### src/pkg/dma_done_defs.vh
// How it works
// - a channel's status bit sets when its last write reaches memory.
// - a set status bit holds at one; only a software write or reset clears it.
// - writing one to a status bit position clears that bit, unless its done event fires in the same cycle.
// - status register sits at offset 58h and resets to all zero.
// - bits 31..28 are input 2 port B mux sources 3..0.
// - bits 27..12 are input 2 port A mux sources 15..0.
// - bits 11..6 are input 1 rgb b, rgb a, chroma b, luma b, chroma a, luma a.
// - bits 5..0 are input 1 port B ancillary sources 15..10.
// - a done event implies the client buffer is drained; the source guarantees it.
// - an event drives the irq line only while its mask bit is one.
`ifndef DMA_DONE_DEFS_VH
`define DMA_DONE_DEFS_VH
// ==========================================================
// register map
`define DONE_STATUS_OFS 8'h58
`define DONE_MASK_OFS 8'h5C
`define DONE_RESET_VAL 32'h0000_0000
// ==========================================================
// field positions
`define IN2_PORTB_HI 31
`define IN2_PORTB_LO 28
`define IN2_PORTA_HI 27
`define IN2_PORTA_LO 12
`define IN1_PORTB_RGB_BIT 11
`define IN1_PORTA_RGB_BIT 10
`define IN1_PORTB_CHROMA_BIT 9
`define IN1_PORTB_LUMA_BIT 8
`define IN1_PORTA_CHROMA_BIT 7
`define IN1_PORTA_LUMA_BIT 6
`define IN1_ANC_HI 5
`define IN1_ANC_LO 0
// ==========================================================
// widths and levels
`define DONE_REG_W 32
`define DONE_BIT_SET 1'b1
`define DONE_BIT_CLR 1'b0
`define DONE_IRQ_IDLE 1'b0
`define DONE_IRQ_ACTIVE 1'b1
`endif

### src/rtl/dma_write_done_irq_status.v
// Design decision made here: the strobed register port.
`timescale 1ns/100ps
`include "dma_done_defs.vh"
module dma_write_done_irq_status #(
    parameter ADDR_W = 8
) (
    input wire sys_clk,
    input wire rst_b,
    input wire [ADDR_W-1:0] reg_addr,
    input wire [31:0] reg_wdata,
    input wire reg_wr,
    input wire reg_rd,
    output reg [31:0] reg_rdata,
    input wire [3:0] in2_portb_mux_done,
    input wire [15:0] in2_porta_mux_done,
    input wire in1_portb_rgb_done,
    input wire in1_porta_rgb_done,
    input wire in1_portb_chroma_done,
    input wire in1_portb_luma_done,
    input wire in1_porta_chroma_done,
    input wire in1_porta_luma_done,
    input wire [5:0] in1_portb_anc_done,
    output reg dma_irq_line_zero
);
    // ==========================================================
    // local sizes
    // the word width follows the header, so the map is defined in one place
    localparam DATA_W = `DONE_REG_W;

    // ==========================================================
    // event gathering
    // done strobes come from the dma engine on this clock, so no synchroniser;
    // the engine only pulses once the client has drained
    wire [DATA_W-1:0] done_evt;

    // ==========================================================
    // input 2 port b, lower chroma client
    wire in2_pb_src3_evt;
    wire in2_pb_src2_evt;
    wire in2_pb_src1_evt;
    wire in2_pb_src0_evt;

    // from the port
    assign in2_pb_src3_evt = in2_portb_mux_done[3];
    assign in2_pb_src2_evt = in2_portb_mux_done[2];
    assign in2_pb_src1_evt = in2_portb_mux_done[1];
    assign in2_pb_src0_evt = in2_portb_mux_done[0];

    // into the status word
    assign done_evt[`IN2_PORTB_LO + 3] = in2_pb_src3_evt;
    assign done_evt[`IN2_PORTB_LO + 2] = in2_pb_src2_evt;
    assign done_evt[`IN2_PORTB_LO + 1] = in2_pb_src1_evt;
    assign done_evt[`IN2_PORTB_LO + 0] = in2_pb_src0_evt;

    // ==========================================================
    // input 2 port a, lower luma client
    wire in2_pa_src15_evt;
    wire in2_pa_src14_evt;
    wire in2_pa_src13_evt;
    wire in2_pa_src12_evt;
    wire in2_pa_src11_evt;
    wire in2_pa_src10_evt;
    wire in2_pa_src9_evt;
    wire in2_pa_src8_evt;
    wire in2_pa_src7_evt;
    wire in2_pa_src6_evt;
    wire in2_pa_src5_evt;
    wire in2_pa_src4_evt;
    wire in2_pa_src3_evt;
    wire in2_pa_src2_evt;
    wire in2_pa_src1_evt;
    wire in2_pa_src0_evt;

    // from the port
    assign in2_pa_src15_evt = in2_porta_mux_done[15];
    assign in2_pa_src14_evt = in2_porta_mux_done[14];
    assign in2_pa_src13_evt = in2_porta_mux_done[13];
    assign in2_pa_src12_evt = in2_porta_mux_done[12];
    assign in2_pa_src11_evt = in2_porta_mux_done[11];
    assign in2_pa_src10_evt = in2_porta_mux_done[10];
    assign in2_pa_src9_evt = in2_porta_mux_done[9];
    assign in2_pa_src8_evt = in2_porta_mux_done[8];
    assign in2_pa_src7_evt = in2_porta_mux_done[7];
    assign in2_pa_src6_evt = in2_porta_mux_done[6];
    assign in2_pa_src5_evt = in2_porta_mux_done[5];
    assign in2_pa_src4_evt = in2_porta_mux_done[4];
    assign in2_pa_src3_evt = in2_porta_mux_done[3];
    assign in2_pa_src2_evt = in2_porta_mux_done[2];
    assign in2_pa_src1_evt = in2_porta_mux_done[1];
    assign in2_pa_src0_evt = in2_porta_mux_done[0];

    // into the status word
    assign done_evt[`IN2_PORTA_LO + 15] = in2_pa_src15_evt;
    assign done_evt[`IN2_PORTA_LO + 14] = in2_pa_src14_evt;
    assign done_evt[`IN2_PORTA_LO + 13] = in2_pa_src13_evt;
    assign done_evt[`IN2_PORTA_LO + 12] = in2_pa_src12_evt;
    assign done_evt[`IN2_PORTA_LO + 11] = in2_pa_src11_evt;
    assign done_evt[`IN2_PORTA_LO + 10] = in2_pa_src10_evt;
    assign done_evt[`IN2_PORTA_LO + 9] = in2_pa_src9_evt;
    assign done_evt[`IN2_PORTA_LO + 8] = in2_pa_src8_evt;
    assign done_evt[`IN2_PORTA_LO + 7] = in2_pa_src7_evt;
    assign done_evt[`IN2_PORTA_LO + 6] = in2_pa_src6_evt;
    assign done_evt[`IN2_PORTA_LO + 5] = in2_pa_src5_evt;
    assign done_evt[`IN2_PORTA_LO + 4] = in2_pa_src4_evt;
    assign done_evt[`IN2_PORTA_LO + 3] = in2_pa_src3_evt;
    assign done_evt[`IN2_PORTA_LO + 2] = in2_pa_src2_evt;
    assign done_evt[`IN2_PORTA_LO + 1] = in2_pa_src1_evt;
    assign done_evt[`IN2_PORTA_LO + 0] = in2_pa_src0_evt;

    // ==========================================================
    // input 1 video channels
    wire in1_pb_rgb_evt;
    wire in1_pa_rgb_evt;
    wire in1_pb_chroma_evt;
    wire in1_pb_luma_evt;
    wire in1_pa_chroma_evt;
    wire in1_pa_luma_evt;

    // from the port
    assign in1_pb_rgb_evt = in1_portb_rgb_done;
    assign in1_pa_rgb_evt = in1_porta_rgb_done;
    assign in1_pb_chroma_evt = in1_portb_chroma_done;
    assign in1_pb_luma_evt = in1_portb_luma_done;
    assign in1_pa_chroma_evt = in1_porta_chroma_done;
    assign in1_pa_luma_evt = in1_porta_luma_done;

    // into the status word
    assign done_evt[`IN1_PORTB_RGB_BIT] = in1_pb_rgb_evt;
    assign done_evt[`IN1_PORTA_RGB_BIT] = in1_pa_rgb_evt;
    assign done_evt[`IN1_PORTB_CHROMA_BIT] = in1_pb_chroma_evt;
    assign done_evt[`IN1_PORTB_LUMA_BIT] = in1_pb_luma_evt;
    assign done_evt[`IN1_PORTA_CHROMA_BIT] = in1_pa_chroma_evt;
    assign done_evt[`IN1_PORTA_LUMA_BIT] = in1_pa_luma_evt;

    // ==========================================================
    // input 1 port b ancillary sources
    // drain is the engine's promise; nothing here can check it
    wire in1_anc_src15_evt;
    wire in1_anc_src14_evt;
    wire in1_anc_src13_evt;
    wire in1_anc_src12_evt;
    wire in1_anc_src11_evt;
    wire in1_anc_src10_evt;

    // from the port
    assign in1_anc_src15_evt = in1_portb_anc_done[5];
    assign in1_anc_src14_evt = in1_portb_anc_done[4];
    assign in1_anc_src13_evt = in1_portb_anc_done[3];
    assign in1_anc_src12_evt = in1_portb_anc_done[2];
    assign in1_anc_src11_evt = in1_portb_anc_done[1];
    assign in1_anc_src10_evt = in1_portb_anc_done[0];

    // into the status word
    assign done_evt[`IN1_ANC_LO + 5] = in1_anc_src15_evt;
    assign done_evt[`IN1_ANC_LO + 4] = in1_anc_src14_evt;
    assign done_evt[`IN1_ANC_LO + 3] = in1_anc_src13_evt;
    assign done_evt[`IN1_ANC_LO + 2] = in1_anc_src12_evt;
    assign done_evt[`IN1_ANC_LO + 1] = in1_anc_src11_evt;
    assign done_evt[`IN1_ANC_LO + 0] = in1_anc_src10_evt;

    // ==========================================================
    // address decode
    // only an exact match counts; aliases would let a stray write clear status
    reg hit_status;
    reg hit_mask;
    reg wr_status;
    reg wr_mask;
    reg rd_status;
    reg rd_mask;
    reg rd_other;

    always @* begin
        hit_status = (reg_addr == `DONE_STATUS_OFS);
        hit_mask = (reg_addr == `DONE_MASK_OFS);
        wr_status = 1'b0;
        wr_mask = 1'b0;
        rd_status = 1'b0;
        rd_mask = 1'b0;
        rd_other = 1'b0;
        if (reg_wr) begin
            wr_status = hit_status;
            wr_mask = hit_mask;
        end
        if (reg_rd) begin
            rd_status = hit_status;
            rd_mask = hit_mask;
            rd_other = !hit_status && !hit_mask;
        end
    end

    // ==========================================================
    // write data lanes
    wire [DATA_W-1:0] clr_bits;
    wire [DATA_W-1:0] mask_wr_bits;

    assign clr_bits = wr_status ? reg_wdata : `DONE_RESET_VAL;
    assign mask_wr_bits = reg_wdata;

    // ==========================================================
    // state
    reg [DATA_W-1:0] status_q;
    reg [DATA_W-1:0] mask_q;
    reg [DATA_W-1:0] rdata_d;
    reg irq_d;
    wire [DATA_W-1:0] status_d;
    wire [DATA_W-1:0] mask_d;
    wire [DATA_W-1:0] irq_bits;

    // ==========================================================
    // per-bit next state
    // set is tested first so an event in the clear cycle survives
    genvar g;
    generate
        for (g = 0; g < DATA_W; g = g + 1) begin : bit_slice
            wire set_hit;
            wire clr_hit;
            wire mask_load;
            wire status_keep;
            reg status_nxt;
            reg mask_nxt;
            reg irq_nxt;

            assign set_hit = done_evt[g];
            assign clr_hit = clr_bits[g];
            assign mask_load = wr_mask;
            assign status_keep = status_q[g];

            always @* begin
                status_nxt = status_keep;
                if (set_hit) begin
                    status_nxt = `DONE_BIT_SET;
                end else if (clr_hit) begin
                    status_nxt = `DONE_BIT_CLR;
                end else begin
                    status_nxt = status_keep;
                end
            end

            always @* begin
                mask_nxt = mask_q[g];
                if (mask_load) begin
                    mask_nxt = mask_wr_bits[g];
                end else begin
                    mask_nxt = mask_q[g];
                end
            end

            always @* begin
                irq_nxt = `DONE_IRQ_IDLE;
                if (status_nxt && mask_nxt) begin
                    irq_nxt = `DONE_IRQ_ACTIVE;
                end
            end

            assign status_d[g] = status_nxt;
            assign mask_d[g] = mask_nxt;
            assign irq_bits[g] = irq_nxt;
        end
    endgenerate

    // ==========================================================
    // interrupt line
    // built from next state, so the line moves on the same edge as status
    always @* begin
        irq_d = `DONE_IRQ_IDLE;
        if (|irq_bits) begin
            irq_d = `DONE_IRQ_ACTIVE;
        end else begin
            irq_d = `DONE_IRQ_IDLE;
        end
    end

    // ==========================================================
    // read mux
    // unmapped reads return zero rather than stale data
    always @* begin
        rdata_d = `DONE_RESET_VAL;
        if (rd_status) begin
            rdata_d = status_q;
        end else if (rd_mask) begin
            rdata_d = mask_q;
        end else if (rd_other) begin
            rdata_d = `DONE_RESET_VAL;
        end else begin
            rdata_d = `DONE_RESET_VAL;
        end
    end

    // ==========================================================
    // status flops
    always @(posedge sys_clk or negedge rst_b) begin
        if (!rst_b) begin
            status_q <= `DONE_RESET_VAL;
        end else begin
            status_q <= status_d;
        end
    end

    // ==========================================================
    // mask flops
    always @(posedge sys_clk or negedge rst_b) begin
        if (!rst_b) begin
            mask_q <= `DONE_RESET_VAL;
        end else begin
            mask_q <= mask_d;
        end
    end

    // ==========================================================
    // read data flops
    always @(posedge sys_clk or negedge rst_b) begin
        if (!rst_b) begin
            reg_rdata <= `DONE_RESET_VAL;
        end else begin
            reg_rdata <= rdata_d;
        end
    end

    // ==========================================================
    // interrupt flop
    always @(posedge sys_clk or negedge rst_b) begin
        if (!rst_b) begin
            dma_irq_line_zero <= `DONE_IRQ_IDLE;
        end else begin
            dma_irq_line_zero <= irq_d;
        end
    end
endmodule

### config.mk
export PLATFORM = sky130hd
export DESIGN_NAME = dma_write_done_irq_status
export DESIGN_NICKNAME = d
export VERILOG_FILES = /design/src/rtl/dma_write_done_irq_status.v
export VERILOG_INCLUDE_DIRS = /design/src /design/src/pkg
export SDC_FILE = /design/constraint.sdc
export NUM_CORES = 1
export LEC_CHECK = 0
export BUFFER_PORTS_ARGS = -buffer_cell sky130_fd_sc_hd__buf_2
export CAP_MARGIN = 25
export CORE_MARGIN = 8
export CORE_UTILIZATION = 45
export CTS_CLUSTER_DIAMETER = 120
export DETAILED_ROUTE_END_ITERATION = 8
export PLACE_DENSITY = 0.72
export SLEW_MARGIN = 0
export SYNTH_ARGS = -nofsm -noshare
export SYNTH_HDL_FRONTEND = slang
export SYNTH_SLANG_ARGS = --single-unit
### constraint.sdc
create_clock -name sys_clk -period 2.2 [get_ports sys_clk]
set_clock_uncertainty 0.15 [all_clocks]
set_input_delay 0.44 -clock sys_clk [delete_from_list [all_inputs] [get_ports sys_clk]]
set_output_delay 0.44 -clock sys_clk [all_outputs]
set_load 0.05 [all_outputs]
* Word-level counts from Yosys, hierarchy flattened
Index checks and enable logic that the tools add are counted.
** Cells by class
- Equal/unequal tests :: 2
- Multiplexer cells :: 136
- Reduce and logical (&&, ||, !) cells :: 33
** Operator list (number)
- two-way mux 1 bit :: 133
- two-way mux 32 bit :: 3
- logical AND 1 bit :: 32
- OR reduction 32 bit :: 1
- equality test 8 x 7 -> 1 bit (second input constant) :: 2
** Storage, ports and cells
- Flip-flop bits (word level) :: 97
- Input port bits :: 76
- Output and inout port bits :: 33
- Word-level logic and storage cells :: 175

* Depth between registers and ports, before layout
- Depth after elaboration :: 9
- Depth in mapped cells :: 9
- Depth with buffers taken out :: 7

* Least setup slack after synthesis
Ideal clock, no wire load.
- Kind :: in2reg
- From :: input reg_addr[7]
- To :: register dma_irq_line_zero
- Setup time :: 0.140 ns
- Data arrival time :: 1.901 ns
- Data required time :: 1.910 ns
- Setup slack :: 0.009 ns
- Cell stages on the path :: 9
- Path buffers :: 2
- Path through :: and4bb_1 buf_4 nand3_2 buf_2 o31a_1 o221ai_1 nand4_1 nor4_1 nand4_1
** On the way
- Longest elaborated chain between the ends :: 9
- Elaborated cells between the ends (all ways) :: 167
- Those cells by class :: eq/ne (2); mux (132); reduce/logical (33)
** RTL lines
- from (decl) :: RTL line dma_write_done_irq_status.v:9 : input wire [ADDR_W-1:0] reg_addr,
- equality test 8 x 7 -> 1 bit (no source line)
- two-way mux 1 bit :: RTL line dma_write_done_irq_status.v:180 : if (reg_wr) begin
- two-way mux 32 bit (no source line)
- two-way mux 1 bit :: RTL line dma_write_done_irq_status.v:232 : end else if (clr_hit) begin
- two-way mux 1 bit :: RTL line dma_write_done_irq_status.v:230 : if (set_hit) begin
- logical AND 1 bit :: RTL line dma_write_done_irq_status.v:250 : if (status_nxt && mask_nxt) begin
- two-way mux 1 bit :: RTL line dma_write_done_irq_status.v:250
- OR reduction 32 bit (*) :: RTL line dma_write_done_irq_status.v:266 : if (|irq_bits) begin
- two-way mux 1 bit (*) :: RTL line dma_write_done_irq_status.v:266
- named net irq_d :: RTL line dma_write_done_irq_status.v:204 : reg irq_d;
- to (signal assigned) :: RTL line dma_write_done_irq_status.v:323 : dma_irq_line_zero <= `DONE_IRQ_IDLE;
- to (signal assigned) :: RTL line dma_write_done_irq_status.v:325 : dma_irq_line_zero <= irq_d;
- to (decl) :: RTL line dma_write_done_irq_status.v:23 : output reg dma_irq_line_zero
Mark *: on every way through the listed nets, which the timed path passes. The rest lies on a longest branch.

* Final worst setup path
- From :: input reg_addr[5]
- To :: register dma_irq_line_zero
The elaborated chain is that of the path after synthesis.

==> flow_summary.yaml <==
run_status:
  outcome: "complete, no violations"
timing:
  slew_violations: 0
  tightest_slew_ns: 0.369
  whs_ns: 0.101
  period_needed_ns: 2.12
  hold_viol: 0
  setup_viol: 0
  slew_headroom_pct: 75.4
  finalCritPeriodShare_pct: 96.3
  max_freq_mhz: 472
worst_setup_path:
  r2r_slack_ns: 0.32
  cp_cell_sequence: "buf_6 -> and4bb_1 -> buf_6 -> nand3_4 -> or3b_1 -> a21oi_2 -> o311ai_2 -> nor4_4 -> nand4_1"
  required_ns: 2.31
  worstSetupPathType: "primary input to flip-flop"
  cp_top_family: "simple AND/OR/NAND/NOR gates"
  cp-end-kind: "flip-flop"
  critPathLaunchType: "primary input"
  critPathSlowestCell: "or3b_1"
  crit_top_cell: "buf_6"
  crit_arrival_ns: 2.23
  path_max_fanout: 7
  path_buf_inv: 2
  slowest_delay_ns: 0.42
clocking:
  clk_latency_ns: 0.38
  clk_path_buf_depth: 2
  cts.sinks: 97
  clockRootBuffer: "clkbuf_8"
  cts_tree: "done"
  htreeDepth: 3
  cts_inserted_buffers: 9
  clkTransAtPathRegs_ns: 0.11
drt:
  ant_nets: 0
  vias: 4407
  drt-total-wl_um: 13900
  firstDrtPassIters: 6
  drc_errors: 0
  wl_per_cell_um: 17.6
  drtIter0Drc: 227
  avgViaCountPerCell: 5.58
logic_synthesis:
  synth_top_cell_by_area: "dfrtp_1"
  synth_top_cell_area_share_pct: 51.0
  synth_cell_types: 38
  syn_inst: 514
  synth-edff-count: 0
  ys.flop_type: "dfrtp_1"
  synthesis.nets: 590
  synthTopCellsByCount: "nand2_1 (98), dfrtp_1 (97), nor2_1 (50)"
  yosys.cell_count.top_type: "nand2_1"
  synth_area_sq_um: 4760
  synth.area.top_cells: "dfrtp_1 (51%), nand2_1 (7.7%), mux2i_1 (6.7%)"
  ys_ff_latch: 97
  seq_area_frac_synth_pct: 51.0
  synth.avg_cell_area_sq_um: 9.25
  yosys_warnings: 0
  async_reset_ff_share_pct: 100
placed_design:
  portBuffers: 108
  place_area_sq_um: 5640
  place_inst: 766
  dp_hpwl_um: 10100
  place_congestion: 0.830
grt:
  grt_usage_pct: 19.7
  overflow: 0
  antenna_found_initial: 2
  grt_start_max_net_pins: 48
  first_global_vias: 4584
  grt_pass1_wl_um: 22700
power_and_ir_drop:
  power_leakage_nw: 2.81
  power_per_cell_area_nw_per_um2: 579
  ir_drop_mv: 0.309
  finalPower_mw: 3.48
floorplan:
  die_x_um: 119
  initial_core_util_pct: 46.3
  core_sq_um: 10300
  die_area_sq_um: 14100
  rows: 37
  die_y_um: 119
  io-pin-count: 109
cells_and_area:
  finish.utilization_pct: 58.4
  layoutNonFillerInstCount: 790
  fin_area_sq_um: 6010
  layout-drive-gt1-share_pct: 28.5
  nNetsFinal: 723
  syn_to_final_growth_pct: 26.3
flow_run:
  maxCapViolations: 0
worst_hold_path:
  worst_hold_path_type: "primary input to flip-flop"
[state kept, by name (all words and copies together) (netlist names)]
register and cells:
dma_irq_line_zero 1, mask_q 32, reg_rdata 32, status_q 32
[per-stage QoR]
stage	setup TNS, ns	setup WS (ns)
2_1_floorplan	0	0.00900
3_3_place_gp	-1.95	-0.352
3_5_place_dp	-3.00	-0.537
4_1_cts	0	0.0394
5_1_grt	-0.00979	-0.00979
6_report	0	0.0811
[cell families after synthesis]
kind of cell	share of synthesized area [%]
simple gates	18.2
buf+inv	3.84
mux	6.74
compound gates	20.2
flops	51.0
[cell usage in the layout (no fill, tap or decap), types with 3 or more instances in the layout]
cell      Yosys  layout
buf_2        11     107
nand2_1      98      98
dfrtp_1      97      97
nor2_1       50      48
buf_4         1      34
mux2i_1      32      32
a21o_1       32      32
a21oi_1      33      30
o21ai_0      30      28
o22ai_1      23      23
inv_1        17      17
o21ai_1      10      12
clkbuf_8      0       9
nand4_1       8       8
nand2b_1      8       8
a211o_1       8       8
o221ai_1      7       5
nor2b_1       4       4
or2_2         4       4
o22a_1        4       4
buf_6         0       4
o31a_1        3       3
inv_8         0       3
[per-layer routing]
metal	wire length [um]	vias to the layer above	GRT usage (%)
li1	-	2067	-
met4	284	0	7.67
met2	6710	189	32.1
met3	1060	22	4.85
met1	5860	2129	24.8
met5	0	-	0
[final timing paths]
path / startpoint / end / cells past startpoint
max: reg_addr[5] / dma_irq_line_zero / 9
min: in1_portb_chroma_done / status_q[9] / 2
max reg2reg: status_q[0] / dma_irq_line_zero / 6
min reg2reg: status_q[18] / status_q[18] / 1
max in group asynchronous: rst_b / reg_rdata[4] / 3
min in group asynchronous: rst_b / reg_rdata[7] / 2
[power by group]
| group | internal [mW] | switching [mW] | leakage, nW |
|---|---|---|---|
| combinational | 0.191 | 0.263 | 1.54 |
| clock | 0.447 | 0.726 | 0.100 |
| sequential | 1.82 | 0.0357 | 1.18 |
[cell type report]
class,count,area [sq um]
flip-flops and latches,97,2430
repair buffers,148,886
fillers,911,4270
diodes,2,5.00
multi-input cells,373,2260
well taps,136,170
inverters,18,67.6
clock buffers,9,124
clock inverters,7,68.8
[timing repair]
| item | in CTS | in global routing |
|---|---|---|
| setup buffers | 0 | 4 |
| endpoints found under the hold margin | 25 | 0 |
| endpoints found under the setup margin | 1 | 1 |
| cloned | 0 | 1 |
| gates resized for setup | 2 | 22 |
| hold buffers | 1 | 0 |
| pin swaps | 1 | 15 |
Power figures use the tool's default switching activity.
